--- config.mk ---
export PLATFORM = sky130hd
export DESIGN_NAME = ods_sequencer
export DESIGN_NICKNAME = d
export VERILOG_FILES = /design/src/hdl/ods_pkg.sv /design/src/hdl/ods_sequencer.sv /design/src/hdl/ods_serial_rx.sv
export SDC_FILE = /design/constraint.sdc
export NUM_CORES = 1
export LEC_CHECK = 0
export BUFFER_PORTS_ARGS = -buffer_cell sky130_fd_sc_hd__buf_2
export CORE_UTILIZATION = 47
export CTS_CLUSTER_SIZE = 14
export DETAILED_ROUTE_END_ITERATION = 10
export GPL_TIMING_DRIVEN = 0
export PLACE_DENSITY_LB_ADDON = 0.3
export SLEW_MARGIN = 10
export SYNTH_ARGS = -nofsm -noshare
export SYNTH_HDL_FRONTEND = slang
export SYNTH_SLANG_ARGS = --single-unit
--- constraint.sdc ---
create_clock -name i_clk -period 3.3 [get_ports i_clk]
set_input_delay 0.33 -clock i_clk [delete_from_list [all_inputs] [get_ports i_clk]]
set_output_delay 0.33 -clock i_clk [all_outputs]
set_load 0.02 [all_outputs]
--- src/hdl/ods_pkg.sv ---
// Shared constants for the output converter reset sequencer.
// Assumes a 100 MHz core clock and 16-bit register words.
package ods_pkg;

  // ==========================================================
  // Widths
  localparam int ADDR_W = 8;
  localparam int DATA_W = 16;
  localparam int CNT_W = 16;
  localparam int SW_W = 8;
  localparam int FRAME_LEN = 24;

  // ==========================================================
  // Register offsets
  localparam logic [7:0] ADR_DAC_CODE = 8'h00;
  localparam logic [7:0] ADR_OUT_CTRL = 8'h01;
  localparam logic [7:0] ADR_SETUP_ONE = 8'h02;
  localparam logic [7:0] ADR_SETUP_TWO = 8'h03;
  localparam logic [7:0] ADR_COMMAND = 8'h04;
  localparam logic [7:0] ADR_STATUS = 8'h05;

  // ==========================================================
  // Field positions and masks
  localparam int OUT_VOUT_BIT = 0;
  localparam int OUT_IOUT_BIT = 1;
  localparam int S1_REG_EN_BIT = 0;
  localparam int S1_MODE_BIT = 1;
  localparam int S1_LEVEL_LSB = 2;
  localparam int S1_LEVEL_W = 5;
  localparam int S2_PULLDN_BIT = 0;
  localparam int ST_STATE_LSB = 0;
  localparam int ST_REG_RUN_BIT = 3;
  localparam int ST_FAULT_BIT = 4;
  localparam int ST_RAIL_HOLD_BIT = 5;
  localparam logic [15:0] OUT_MASK = 16'h0003;
  localparam logic [15:0] S1_MASK = 16'h007F;
  localparam logic [15:0] S2_MASK = 16'h0001;

  // ==========================================================
  // Reset values and codes
  localparam logic [15:0] RST_DAC_CODE = 16'h8000;
  localparam logic [15:0] RST_OUT_CTRL = 16'h0000;
  localparam logic [15:0] RST_SETUP_ONE = 16'h0000;
  localparam logic [15:0] RST_SETUP_TWO = 16'h0000;
  localparam logic [15:0] MID_CODE = 16'h8000;
  localparam logic [15:0] CMD_CAL_REFRESH = 16'hCA1F;
  localparam logic [15:0] CMD_SOFT_RESET = 16'h5AA5;
  // Level code standing for 15 V above the negative sense input
  localparam logic [4:0] RAIL_DYN_CODE = 5'h0F;

  // ==========================================================
  // Timing
  localparam int CLK_PERIOD_NS = 10;
  localparam int T_QUIET_US = 100;
  localparam int T_CAL_US = 500;
  localparam int SW_FREQ_KHZ = 500;
  // Least times round up to whole cycles
  localparam int QUIET_CYC =
    (T_QUIET_US * 1000 + CLK_PERIOD_NS - 1) / CLK_PERIOD_NS;
  localparam int CAL_CYC =
    (T_CAL_US * 1000 + CLK_PERIOD_NS - 1) / CLK_PERIOD_NS;
  localparam int SW_HALF_CYC =
    1000000 / (2 * SW_FREQ_KHZ * CLK_PERIOD_NS);

  // ==========================================================
  // Types
  typedef enum logic [0:0] {
    MODE_DYNAMIC,
    MODE_FIXED
  } ods_mode_t;

  typedef enum logic [2:0] {
    ST_HOLD,
    ST_QUIET,
    ST_AWAIT_CAL,
    ST_CALIBRATING,
    ST_READY
  } ods_state_t;

endpackage : ods_pkg

--- src/hdl/ods_sequencer.sv ---
// Reset, calibration and supply sequencing of a single-channel
// voltage/current output converter, with its register file.
// Assumes all inputs synchronous to i_clk; supply-good flags come
// from analog comparators; the host writes serial frames or the port.
//
// Overview of operation
// - Bipolar 5 V range codes are straight binary, 0x8000 is zero.
// - Voltage and current outputs are off after any reset.
// - The output pull-down switch is open after any reset.
// - The pull-down switch follows a field of setup register two.
// - The driver rail is held at its 4.8 V level until the regulator runs.
// - Reset holds while either internal supply is too low.
// - The reset pin and a software reset command both reset the block.
// - The regulator switches at a fixed 500 kHz and never skips.
// - A driver rail above target at light load is not a fault.
// - Dynamic mode regulates the rail to 15 V over the sense input.
// - Serial bits are taken on the falling clock edge, MSB first.
//
// The placing of the registers and the plain strobed port were left to the implementer.
`timescale 1ns/10ps
module ods_sequencer
  import ods_pkg::*;
#(
  parameter int QUIET_CYCLES = QUIET_CYC,
  parameter int CAL_CYCLES = CAL_CYC,
  parameter int SW_HALF = SW_HALF_CYC
) (
  input wire logic i_clk,
  input wire logic i_resetn,
  input wire logic i_ldo_ok,
  input wire logic i_avcc_ok,
  input wire logic i_over_current,
  input wire logic i_sclk,
  input wire logic i_sdi,
  input wire logic i_sync_n,
  input wire logic [ADDR_W-1:0] i_addr,
  input wire logic [DATA_W-1:0] i_wdata,
  input wire logic i_wr,
  input wire logic i_rd,
  output logic [DATA_W-1:0] o_rdata,
  output logic o_cmd_ready,
  output logic o_vout_en,
  output logic o_iout_en,
  output logic o_pulldown_close,
  output logic o_rail_hold_4v8,
  output logic o_reg_sw,
  output logic [S1_LEVEL_W-1:0] o_rail_target,
  output logic o_fault,
  output logic signed [DATA_W-1:0] o_vout_steps
);

  if (QUIET_CYCLES < 1 || QUIET_CYCLES >= 2 ** CNT_W ||
      CAL_CYCLES < 1 || CAL_CYCLES >= 2 ** CNT_W) begin : g_bad_cnt
    $error("Quiet and calibration counts must fit the counter");
  end
  if (SW_HALF < 2 || SW_HALF >= 2 ** SW_W) begin : g_bad_sw
    $error("Switching half period must fit the counter");
  end

  localparam logic [CNT_W-1:0] QUIET_INIT = CNT_W'(QUIET_CYCLES - 1);
  localparam logic [CNT_W-1:0] CAL_INIT = CNT_W'(CAL_CYCLES - 1);
  localparam logic [SW_W-1:0] SW_LAST = SW_W'(SW_HALF - 1);

  function automatic logic hit(input logic [ADDR_W-1:0] a,
                               input logic [ADDR_W-1:0] t);
    hit = (a == t);
  endfunction : hit

  ods_state_t state_ff;
  ods_state_t nxt_state;
  logic [CNT_W-1:0] cnt_ff;
  logic [CNT_W-1:0] nxt_cnt;
  logic [DATA_W-1:0] dac_code_ff;
  logic [DATA_W-1:0] out_ctrl_ff;
  logic [DATA_W-1:0] setup_one_ff;
  logic [DATA_W-1:0] setup_two_ff;
  logic [DATA_W-1:0] rdata_ff;
  logic [SW_W-1:0] sw_cnt_ff;
  logic sw_ff;
  logic soft_rst_ff;
  logic fault_ff;
  logic hold_ff;
  logic [S1_LEVEL_W-1:0] target_ff;
  logic signed [DATA_W-1:0] steps_ff;

  logic rx_valid;
  logic [ADDR_W-1:0] rx_addr;
  logic [DATA_W-1:0] rx_data;

  // ==========================================================
  // Reset sources and write path
  // supplies gate reset release
  logic supply_ok;
  logic sync_clr;
  logic accept;
  logic ready;
  logic wr_en;
  logic [ADDR_W-1:0] wr_addr;
  logic [DATA_W-1:0] wr_data;
  // soft reset joins the supply-low clear path (sync_clr), not the pin reset
  assign supply_ok = i_ldo_ok & i_avcc_ok;
  assign sync_clr = ~supply_ok | soft_rst_ff;
  assign ready = (state_ff == ST_READY);
  // writes inside the quiet window are dropped
  assign accept = (state_ff != ST_HOLD) && (state_ff != ST_QUIET);
  // Port write wins when both sources land in one cycle
  assign wr_en = accept & (i_wr | rx_valid);
  assign wr_addr = i_wr ? i_addr : rx_addr;
  assign wr_data = i_wr ? i_wdata : rx_data;

  // Write decode
  logic wr_dac;
  logic wr_out;
  logic wr_s1;
  logic wr_s2;
  logic wr_cmd;
  logic cmd_cal;
  logic cmd_soft;
  assign wr_dac = wr_en & hit(wr_addr, ADR_DAC_CODE);
  // enables only take writes once calibrated
  assign wr_out = wr_en & ready & hit(wr_addr, ADR_OUT_CTRL);
  assign wr_s1 = wr_en & ready & hit(wr_addr, ADR_SETUP_ONE);
  assign wr_s2 = wr_en & hit(wr_addr, ADR_SETUP_TWO);
  assign wr_cmd = wr_en & hit(wr_addr, ADR_COMMAND);
  assign cmd_cal = wr_cmd & (wr_data == CMD_CAL_REFRESH);
  assign cmd_soft = wr_cmd & (wr_data == CMD_SOFT_RESET);

  ods_serial_rx #(
    .FRAME_BITS(FRAME_LEN)
  ) u_rx (
    .i_clk(i_clk),
    .i_resetn(i_resetn),
    .i_clear(sync_clr),
    .i_sclk(i_sclk),
    .i_sdi(i_sdi),
    .i_sync_n(i_sync_n),
    .o_valid(rx_valid),
    .o_addr(rx_addr),
    .o_data(rx_data)
  );

  // ==========================================================
  // Sequencing state machine
  always_comb begin
    nxt_state = state_ff;
    nxt_cnt = cnt_ff;
    case (state_ff)
      ST_HOLD: begin
        nxt_state = ST_QUIET;
        nxt_cnt = QUIET_INIT;
      end
      ST_QUIET: begin
        if (cnt_ff == '0) begin
          nxt_state = ST_AWAIT_CAL;
        end else begin
          nxt_cnt = cnt_ff - 1'b1;
        end
      end
      ST_AWAIT_CAL, ST_READY: begin
        if (cmd_cal) begin
          nxt_state = ST_CALIBRATING;
          nxt_cnt = CAL_INIT;
        end
      end
      ST_CALIBRATING: begin
        if (cnt_ff == '0) begin
          nxt_state = ST_READY;
        end else begin
          nxt_cnt = cnt_ff - 1'b1;
        end
      end
      default: begin
        nxt_state = ST_HOLD;
      end
    endcase
    if (!supply_ok) begin
      nxt_state = ST_HOLD;
      nxt_cnt = '0;
    end else if (soft_rst_ff) begin
      nxt_state = ST_QUIET;
      nxt_cnt = QUIET_INIT;
    end
  end

  always_ff @(posedge i_clk or negedge i_resetn) begin
    if (!i_resetn) begin
      state_ff <= ST_HOLD;
      cnt_ff <= '0;
      soft_rst_ff <= 1'b0;
    end else begin
      state_ff <= nxt_state;
      cnt_ff <= nxt_cnt;
      soft_rst_ff <= cmd_soft & supply_ok;
    end
  end

  // ==========================================================
  // Configuration registers
  // every reset source restores defaults
  // outputs off and pull-down open by default
  always_ff @(posedge i_clk or negedge i_resetn) begin
    if (!i_resetn) begin
      dac_code_ff <= RST_DAC_CODE;
      out_ctrl_ff <= RST_OUT_CTRL;
      setup_one_ff <= RST_SETUP_ONE;
      setup_two_ff <= RST_SETUP_TWO;
    end else if (sync_clr) begin
      dac_code_ff <= RST_DAC_CODE;
      out_ctrl_ff <= RST_OUT_CTRL;
      setup_one_ff <= RST_SETUP_ONE;
      setup_two_ff <= RST_SETUP_TWO;
    end else begin
      if (wr_dac) dac_code_ff <= wr_data;
      if (wr_out) out_ctrl_ff <= wr_data & OUT_MASK;
      if (wr_s1) setup_one_ff <= wr_data & S1_MASK;
      if (wr_s2) setup_two_ff <= wr_data & S2_MASK;
    end
  end

  // ==========================================================
  // Output stage supply regulator
  logic reg_run;
  logic mode_fixed;
  assign reg_run = setup_one_ff[S1_REG_EN_BIT];
  assign mode_fixed = (setup_one_ff[S1_MODE_BIT] == MODE_FIXED);

  // free running switching clock
  // No pulse skipping: the counter never waits on load conditions
  always_ff @(posedge i_clk or negedge i_resetn) begin
    if (!i_resetn) begin
      sw_cnt_ff <= '0;
      sw_ff <= 1'b0;
    end else if (!reg_run) begin
      sw_cnt_ff <= '0;
      sw_ff <= 1'b0;
    end else if (sw_cnt_ff == SW_LAST) begin
      sw_cnt_ff <= '0;
      sw_ff <= ~sw_ff;
    end else begin
      sw_cnt_ff <= sw_cnt_ff + 1'b1;
    end
  end

  // Rail control, fault and output code
  always_ff @(posedge i_clk or negedge i_resetn) begin
    if (!i_resetn) begin
      hold_ff <= 1'b1;
      target_ff <= RAIL_DYN_CODE;
      fault_ff <= 1'b0;
      steps_ff <= '0;
    end else begin
      // internal 4.8 V drive until regulator runs
      hold_ff <= ~reg_run;
      target_ff <= mode_fixed ?
        setup_one_ff[S1_LEVEL_LSB +: S1_LEVEL_W] : RAIL_DYN_CODE;
      // rail overshoot has no fault path
      fault_ff <= reg_run & i_over_current;
      steps_ff <= $signed(dac_code_ff ^ MID_CODE);
    end
  end

  // ==========================================================
  // Read port
  logic [DATA_W-1:0] status_word;
  logic [DATA_W-1:0] rd_word;
  assign status_word = {10'h000, hold_ff, fault_ff, reg_run, state_ff};
  // Unmapped offsets read as zero
  assign rd_word =
    hit(i_addr, ADR_DAC_CODE) ? dac_code_ff :
    hit(i_addr, ADR_OUT_CTRL) ? out_ctrl_ff :
    hit(i_addr, ADR_SETUP_ONE) ? setup_one_ff :
    hit(i_addr, ADR_SETUP_TWO) ? setup_two_ff :
    hit(i_addr, ADR_STATUS) ? status_word : '0;

  always_ff @(posedge i_clk or negedge i_resetn) begin
    if (!i_resetn) begin
      rdata_ff <= '0;
    end else if (i_rd) begin
      rdata_ff <= rd_word;
    end
  end

  assign o_rdata = rdata_ff;
  assign o_cmd_ready = accept;
  assign o_vout_en = out_ctrl_ff[OUT_VOUT_BIT];
  assign o_iout_en = out_ctrl_ff[OUT_IOUT_BIT];
  assign o_pulldown_close = setup_two_ff[S2_PULLDN_BIT];
  assign o_rail_hold_4v8 = hold_ff;
  assign o_reg_sw = sw_ff;
  assign o_rail_target = target_ff;
  assign o_fault = fault_ff;
  assign o_vout_steps = steps_ff;

  // ==========================================================
  // Checks
  localparam int A_SW = SW_HALF;
endmodule : ods_sequencer

--- src/hdl/ods_serial_rx.sv ---
// Serial frame receiver: address byte then data word, MSB first.
// Assumes serial pins already synchronous to i_clk, clock idle high.
`timescale 1ns/10ps
module ods_serial_rx
  import ods_pkg::*;
#(
  parameter int FRAME_BITS = FRAME_LEN
) (
  input wire logic i_clk,
  input wire logic i_resetn,
  input wire logic i_clear,
  input wire logic i_sclk,
  input wire logic i_sdi,
  input wire logic i_sync_n,
  output logic o_valid,
  output logic [ADDR_W-1:0] o_addr,
  output logic [DATA_W-1:0] o_data
);

  localparam int BW = $clog2(FRAME_BITS + 2);

  if (FRAME_BITS != ADDR_W + DATA_W) begin : g_bad_frame
    $error("Frame length must equal address plus data width");
  end

  logic sclk_ff;
  logic sync_n_ff;
  logic valid_ff;
  logic [FRAME_BITS-1:0] sh_ff;
  logic [BW-1:0] bits_ff;
  logic fall;
  logic frame_end;
  logic full_frame;

  // ==========================================================
  // Edge and frame detection
  assign fall = sclk_ff & ~i_sclk & ~i_sync_n;
  assign frame_end = ~sync_n_ff & i_sync_n;
  assign full_frame = (bits_ff == BW'(FRAME_BITS));

  // Previous pin levels
  always_ff @(posedge i_clk or negedge i_resetn) begin
    if (!i_resetn) begin
      sclk_ff <= 1'b1;
      sync_n_ff <= 1'b1;
    end else begin
      sclk_ff <= i_sclk;
      sync_n_ff <= i_sync_n;
    end
  end

  // falling edge capture
  // Shifting in at the LSB keeps the first bit on top of the word
  always_ff @(posedge i_clk or negedge i_resetn) begin
    if (!i_resetn) begin
      sh_ff <= '0;
      bits_ff <= '0;
    end else if (i_clear || i_sync_n) begin
      bits_ff <= '0;
    end else if (fall) begin
      sh_ff <= {sh_ff[FRAME_BITS-2:0], i_sdi};
      if (bits_ff <= BW'(FRAME_BITS)) begin
        bits_ff <= bits_ff + 1'b1;
      end
    end
  end

  // Short or long frames are dropped silently
  always_ff @(posedge i_clk or negedge i_resetn) begin
    if (!i_resetn) begin
      valid_ff <= 1'b0;
    end else begin
      valid_ff <= frame_end & full_frame & ~i_clear;
    end
  end

  assign o_valid = valid_ff;
  assign o_addr = sh_ff[FRAME_BITS-1:DATA_W];
  assign o_data = sh_ff[DATA_W-1:0];
endmodule : ods_serial_rx
Word-level counts from Yosys, hierarchy flattened
Index checks and enable logic that the tools add are counted.

storage, ports and cells
  input bits = 34
  logic and storage cells = 127
  flip-flop bits (word level) = 164

cells by class
  order comparisons = 1
  bitwise gates (word level) = 28
  reduce and logical (&&, ||, !) cells = 19
  muxes and demuxes = 34
  $add $sub $neg = 3
  eq/ne operators = 23

operator list
  operator                                                              number
  16-bit two-way mux                                                    17
  16-bit one-hot mux with 3 select lines                                1
  8-bit by 2-bit == test with 1-bit output, second input constant       4
  8-bit two-way mux                                                     3
  5-bit two-way mux                                                     4
  1-bit bitwise AND                                                     17
  16-bit by 15-bit == test with 1-bit output, second input constant     1
  16-bit == test, second input constant                                 1
  8-bit by 1-bit == test with 1-bit output, second input constant       2
  8-bit by 3-bit == test with 1-bit output, second input constant       2
  16-bit zero test                                                      1
  8-bit zero test                                                       2
  4-bit != test, second input constant                                  4
  16-bit by 1-bit subtractor with 16-bit output, second input constant  1
  3-bit two-way mux                                                     5
  3-bit one-hot mux with 4 select lines                                 1
  2-bit nonzero test                                                    6
  1-bit inverter                                                        9
  8-bit by 1-bit adder with 8-bit output, second input constant         1
  8-bit by 7-bit == test with 1-bit output, second input constant       1
  3-bit by 2-bit == test with 1-bit output, second input constant       2
  6-bit two-way mux                                                     1
  3-bit AND reduction                                                   2
  5-bit by 1-bit adder with 5-bit output, second input constant         1
  15 further kinds                                                      19

Longest topological paths before layout
Gate-level depths: netlist of run 1.

  depth in word-level cells = 9
  gate-level depth with buffers = 7

Hierarchy
From an unflattened synthesis of run 1, not the netlist that was laid out.

unflattened totals
  cells, all modules = 554
  area, all modules = 5,939.4 µm²

modules (own cells, without submodules)
  module         area an instance (µm²)  instances  cells an instance
  ods_sequencer  4,642.0                 1          467
  ods_serial_rx  1,297.5                 1          87

Least setup slack after synthesis of run 1
Ideal clock, no wire load.

  kind = input to register
  from = input port i_addr[5]
  to = register cnt_ff[7]
  buffers on the path = 0
  slack = 1,187 ps
  stages on the path = 5
  arrival = 1,987 ps
  path through = nor4_4 > nand4_4 > a221o_1 > a211o_2 > a221o_1

between the ends
  word-level cells in the longest chain between the ends = 6

RTL lines
  item                                      line                  text
  start: declaration                        ods_sequencer.sv:36   input wire logic [ADDR_W-1:0] i_addr,
  8-bit two-way mux                         ods_sequencer.sv:108  assign wr_addr = i_wr ? i_addr : rx_addr;
  8-bit by 3-bit == test with 1-bit output  ods_sequencer.sv:66   hit = (a == t);
  1-bit bitwise AND                         ods_sequencer.sv:124  assign wr_cmd = wr_en & hit(wr_addr, ADR_COMMAND);
  1-bit bitwise AND                         ods_sequencer.sv:125  assign cmd_cal = wr_cmd & (wr_data == CMD_CAL_REFRESH);
  4-bit != test (no line)                   n/a
  3-bit AND reduction (no line)             n/a
  end signal: assignment                    ods_sequencer.sv:192  cnt_ff <= nxt_cnt;
  end: declaration                          ods_sequencer.sv:71   logic [CNT_W-1:0] cnt_ff;

Every way passes these cells.
A chain may end at the register's enable or synchronous reset.

Worst setup path in the final report of run 1
  from = register cnt_ff[3]
  to = register cnt_ff[15]

between the ends
  word-level cells in the longest chain between the ends = 5

RTL lines
  item                                           line                                        text
  16-bit by 1-bit subtractor with 16-bit output  ods_sequencer.sv:156, ods_sequencer.sv:169
  16-bit two-way mux                             ods_sequencer.sv:153, ods_sequencer.sv:166
  16-bit one-hot mux with 3 select lines         ods_sequencer.sv:147                        case (state_ff)
  16-bit two-way mux                             ods_sequencer.sv:179                        end else if (soft_rst_ff) begin
  16-bit two-way mux                             ods_sequencer.sv:176                        if (!supply_ok) begin

Parallel ways exist; a longest one is shown, timed or not. The select of a mux whose other input is x is not followed.

==> run summary, run 1 <==
CTS sink cnt: 126
Data required time at the worst endpoint: 3570 ps
Final Util: 0.594
Critical path capture point type: flip-flop
Final period demand of the worst path: 2670 ps
Yosys top cell area share: 0.495
Drt pass-1 iters: 5
Clock Tree Buf Depth: 2
Post-cts repair resize count: 0
Crit path DAT: 2930 ps
Die Y-Extent: 115 microns
I/O Pins: 78
Die width: 115 microns
Post-Syn Area per Cell: 10.8 sq um
Final setup viols: 0
Synth unique cells: 66
Clk_skew: 6.12 ps
Total of max-cap violations: 0
# diodes: 0
CP Launch Type: flip-flop
Share of the yosys chip area belonging to registers: 0.530
Port bufs: 76
Type of the worst setup path: reg2reg
Core area: 0.0122 sq mm
Cts hold-fix bufs: 1
# H-tree levels: 4
Grt ovf: 0
TNS Setup: 0 ps
Die area: 0.0132 sq mm
Initial antenna violation count: 0
Area of the multi-input gates: 0.00260 sq mm
Vias in the first global route: 4655
Max stage delay on crit path: 910 ps
Routed WL: 14100 microns
Clock Pin Slew Worst Setup and Hold Paths: 60 ps
Fmax: 375 MHz
Register bit total from synthesis: 126
Post-synth ARST share: 1.00
Layout area overhead: 21.5%
Buf+Inv Stages, Crit Path: 0
NumNets Final: 688
CTS tree: built
Pre-CTS WS: 632 ps
Number of synthesized flops with an enable pin: 0
CP Max Fanout: 6
Initial drt markers: 349
Share of layout cells above drive strength 1: 0.252
# rows: 40
Vias/cell: 5.56
Clk_lat worst skew: 410 ps
Yosys warning count: 0
Max IR drop VDD: 0.306 mV
TritonCTS Buffers: 17
Fill count: 1072
Vias: 4617
Setup Fix Bufs, Post-CTS: 0
FF/Latch Area: 0.00316 sq mm
DRT antenna net count: 0
Final Hold Slack: 28.8 ps
P per Cell Area: 540 mW/mm^2
Final period util: 0.808
Worst rel slew slack: 0.298
Slew @ Worst Pin: 1040 ps
Synth Flop Type: dfrtp_1
CP Cell Sequence: nor4_1, nand4_1, o311a_1, a2111oi_0, a211oi_1
First-pass GRT wire length: 22900 microns
Syn Std Cell Area: 0.00597 sq mm
Final HPWL DP: 10200 microns
Max Slew Vio Count: 0
Total track usage: 0.229
Synthesized Nets: 591
Min-Delay Path Class: in2reg
Outcome: completed
Synth Instances: 552
Root buffer cell: clkbuf_16
Total power: 3.92 mW
Final worst slack: 632 ps
Leak Pwr: 3.28 nW
Final Hold Fails: 0
Top post-synthesis cells by area: dfrtp_1 49%, mux2_2 6.2%, mux2i_1 4.5%, nor2_1 3.8%, dfstp_2 3.5%
Critical path's slowest cell: nor4_1
Synth area leader: dfrtp_1
GPL Wtd Cong: 0.937
Initial Util: 0.489
DR WL/cell: 16.9 microns
DRC Markers: 0
Largest net degree at the start of global routing: 94
CP delay by family, top: simple AND/OR/NAND/NOR gates
RSZ-0062 raised after global routing: no
logic make-up after synthesis:
kind of cell | count (synthesis) | share of synthesized area
mux | 61 | 0.109
flops | 126 | 0.530
buf+inv | 53 | 0.0344
xor+xnor | 11 | 0.0161
simple gates | 196 | 0.178
compound gates | 100 | 0.122
fa+ha+maj | 5 | 0.0105
cells in the final DEF (no fill, tap or decap), types with 17 or more instances in the layout:
master,netlist,layout
nand3_1,18,18
clkbuf_16,0,17
nor2_1,60,60
dfrtp_1,118,118
mux2_2,33,33
o21ai_0,18,18
nor3_1,20,20
mux2i_1,27,27
nand2_1,30,30
inv_1,29,29
buf_2,5,80
final timing paths:
| kind | start | endpoint | slack, ps | depth (start not counted) |
|---|---|---|---|---|
| min reg2reg | dac_code_ff[14] | o_vout_steps[14] | 410 | 0 |
| max in group asynchronous | i_resetn | o_rail_target[3] | 2170 | 3 |
| min | i_sclk | u_rx.sclk_ff | 30 | 1 |
| max | cnt_ff[3] | cnt_ff[15] | 630 | 5 |
| max reg2reg | cnt_ff[3] | cnt_ff[15] | 630 | 5 |
| min in group asynchronous | i_resetn | u_rx.bits_ff[1] | 370 | 2 |
layout make-up:
class / instances / share of cell area
inverters: 29 / 0.0150
well taps: 168 / 0.0290
plain buffers: 24 / 0.0133
flip-flops and latches: 126 / 0.436
multi-input cells: 373 / 0.359
repair buffers: 78 / 0.0585
clock buffers: 17 / 0.0587
clock inverters: 15 / 0.0307
registers in the layout (all words and copies together), names as in the netlist, 2 cells and up:
| signal | cells |
|---|---|
| state_ff | 3 |
| o_rdata | 16 |
| u_rx.bits_ff | 5 |
| cnt_ff | 16 |
| setup_one_ff | 7 |
| o_rail_target | 5 |
| dac_code_ff | 16 |
| o_vout_steps | 16 |
| out_ctrl_ff | 2 |
| sw_cnt_ff | 8 |
| u_rx.sh_ff | 24 |
layer usage:
layer,up-vias,wire length (microns),GRT usage
met1,2228,6310,0.302
li1,2202,-,-
met2,147,6570,0.359
met5,-,0,0
met3,40,669,0.0439
met4,0,514,0.124
Yosys cell counts (2+ instances only):
cell type	instances
a2111oi_0	2
a211o_1	3
a211oi_1	14
a21o_1	3
a21oi_1	15
a221o_1	3
a22oi_1	2
a31oi_1	4
a32oi_1	2
a41oi_1	7
and2_1	3
and3_1	6
and3b_1	2
buf_1	3
buf_2	5
clkbuf_1	16
dfrtp_1	118
dfstp_2	8
ha_1	5
inv_1	29
mux2_2	33
mux2i_1	27
nand2_1	30
nand2b_1	7
nand3_1	18
nand3b_1	3
nand4_1	5
nand4b_1	3
nor2_1	60
nor2b_1	8
nor3_1	20
nor3b_1	3
nor4_1	10
nor4_4	2
nor4b_1	4
nor4bb_1	3
o211ai_1	5
o21a_1	4
o21ai_0	18
o22ai_1	2
o311a_1	3
xnor2_1	6
xor2_1	5
power by group:
| part | internal, mW | total, mW | switching (mW) | leakage [nW] |
|---|---|---|---|---|
| Combinational | 0.0963 | 0.271 | 0.175 | 1.25 |
| Sequential | 1.57 | 1.60 | 0.0283 | 1.71 |
| Clock | 1.29 | 2.05 | 0.753 | 0.315 |
per-stage QoR:
stage | area (sq um) | cells
CTS | 7250 | 830
global route | 7250 | 830
global placement | 6560 | 796
detailed placement | 6600 | 797
floorplan | 5970 | 552
finish | 7250 | 830
Power figures use the tool's default switching activity.
==> inputs of run 2 (changes only) <==
- clock period: 3.3 -> 2.42 ns (I/O delays scaled with it)
==> run 2 against run 1 <==
Non-clock buffer count up 9; first-iteration DRC count up 12%; worst setup slack worse by 550 ps; utilization up 1.2 points; sequential power up 37%; via count up 1.4%; design area up 2.0%; worst hold slack better by 11 ps; cell count up 1.1%; maximum frequency up 14%; largest power group unchanged.
==> run summary, run 2 (same netlist as run 1, synthesis figures left out) <==
I/O Pins: 78
Met3 WL: 622 microns
Max Slew Vio Count: 0
Max IR drop VDD: 0.419 mV
Die Y-Extent: 115 microns
Initial drt markers: 390
Initial antenna violation count: 0
Final period demand of the worst path: 2330 ps
DR WL/cell: 17.1 microns
Final HPWL DP: 10200 microns
Fmax: 428 MHz
Clk_skew: 7.98 ps
Vias in the first global route: 4665
NumNets Final: 697
Grt ovf: 0
Most frequent cells in the layout: 118 x dfrtp_1, 80 x buf_2, 60 x nor2_1
GPL Wtd Cong: 0.937
Total track usage: 0.230
Die width: 115 microns
Met2 wire len: 6750 microns
Reg2reg setup slack: 90 ps
# H-tree levels: 4
M1 wire length: 6460 microns
Final period util: 0.964
TritonCTS Buffers: 17
Critical path capture point type: flip-flop
Largest net degree at the start of global routing: 94
Vias/cell: 5.58
Worst R2R Start: u_rx.sh_ff[20]
DRT antenna net count: 0
Crit path DAT: 2630 ps
Worst R2R Path Depth: 5
Final setup viols: 0
P per Cell Area: 725 mW/mm^2
CP Capture Point: cnt_ff[12]
CP Launch Type: flip-flop
Data required time at the worst endpoint: 2710 ps
Slew @ Worst Pin: 760 ps
Outcome: completed
Core area: 0.0122 sq mm
Final Hold Fails: 0
Layout area overhead: 23.9%
Root buffer cell: clkbuf_16
Initial Util: 0.489
Clock Pin Slew Worst Setup and Hold Paths: 60 ps
DRC Markers: 0
Fill count: 1049
CP startpoint: u_rx.sh_ff[20]
Vias: 4680
Die area: 0.0132 sq mm
Port bufs: 76
CTS sink cnt: 126
Top sig layer: met4
# diodes: 0
Clock Tree Buf Depth: 2
Leak Pwr: 3.35 nW
RR Endpoint: cnt_ff[12]
Clk_lat worst skew: 420 ps
Design area: 0.00740 sq mm
CTS tree: built
Max FFs per register: 24
Worst rel slew slack: 0.490
Min-Delay Path Class: in2reg
# rows: 40
Type of the worst setup path: reg2reg
RSZ-0062 raised after global routing: no
Drt pass-1 iters: 5
CP Max Fanout: 8
Total power: 5.36 mW
Largest reg by FF count: u_rx.sh_ff
Commonest non-fill, non-tap cell in the layout: dfrtp_1
Placed instance area: 0.00660 sq mm
Routed WL: 14300 microns
Share of layout cells above drive strength 1: 0.271
First-pass GRT wire length: 23100 microns
Total of max-cap violations: 0
[run 2: routing by layer]
metal,vias to the layer above,track usage
li1,2221,-
met1,2279,0.303
met2,139,0.362
met3,41,0.0455
met4,0,0.122
met5,-,0
[run 2: worst min-delay path by stage]
| stage | from | endpoint | slack [ps] | cells past startpoint |
|---|---|---|---|---|
| finish | i_over_current | o_fault | 40 | 2 |
| global route | i_over_current | o_fault | 40 | 2 |
| CTS | i_over_current | o_fault | 30 | 2 |
| detailed placement | i_resetn | u_rx.bits_ff[1] | 150 | 1 |
| global placement | i_sclk | u_rx.sclk_ff | 360 | 1 |
| floorplan | i_resetn | cnt_ff[0] | -50 | 0 |
[run 2: repair_timing]
action | 4_1_cts | 5_1_grt
resized for setup | 5 | 7
setup buffers | 2 | 5
cloned | 0 | 0
endpoints found under the setup margin | 26 | 27
endpoints found under the hold margin | 35 | 0
pin swaps | 1 | 2
hold buffers | 3 | 0
[run 2: power breakdown]
group | total, mW | switching (mW) | leakage, nW | internal (mW)
Clock | 2.79 | 1.03 | 0.315 | 1.76
Combinational | 0.381 | 0.241 | 1.32 | 0.140
Sequential | 2.19 | 0.0440 | 1.71 | 2.14
[run 2: critical path, stage by stage (launching register included)]
cell and delay (ps):
dfrtp_1 410, nor4_4 350, nand3b_1 220, a221o_1 440, a211o_2 430, a221o_1 370
[run 2: cell type report]
cell class | instances | area, sq um | share of cell area
Buffer | 24 | 97.6 | 0.0132
Clock buffer | 17 | 425 | 0.0575
Clock inverter | 15 | 223 | 0.0301
Inverter | 29 | 109 | 0.0147
Multi-Input combinational cell | 373 | 2680 | 0.362
Sequential cell | 126 | 3160 | 0.427
Tap cell | 168 | 210 | 0.0284
Timing Repair Buffer | 87 | 497 | 0.0671
[run 2: stage by stage]
| stage | setup slack [ps] | setup TNS (ps) | util | cells | hold WS (ps) |
|---|---|---|---|---|---|
| detailed placement | -248 | -618 | 0.540 | 797 | 154 |
| global route | 7.38 | 0 | 0.606 | 839 | 39.4 |
| CTS | 15.3 | 0 | 0.599 | 834 | 28.5 |
| floorplan | 322 | 0 | - | 552 | -53.6 |
| finish | 86.1 | 0 | 0.606 | 839 | 40.2 |
| global placement | -455 | -52760 | 0.537 | 796 | 361 |
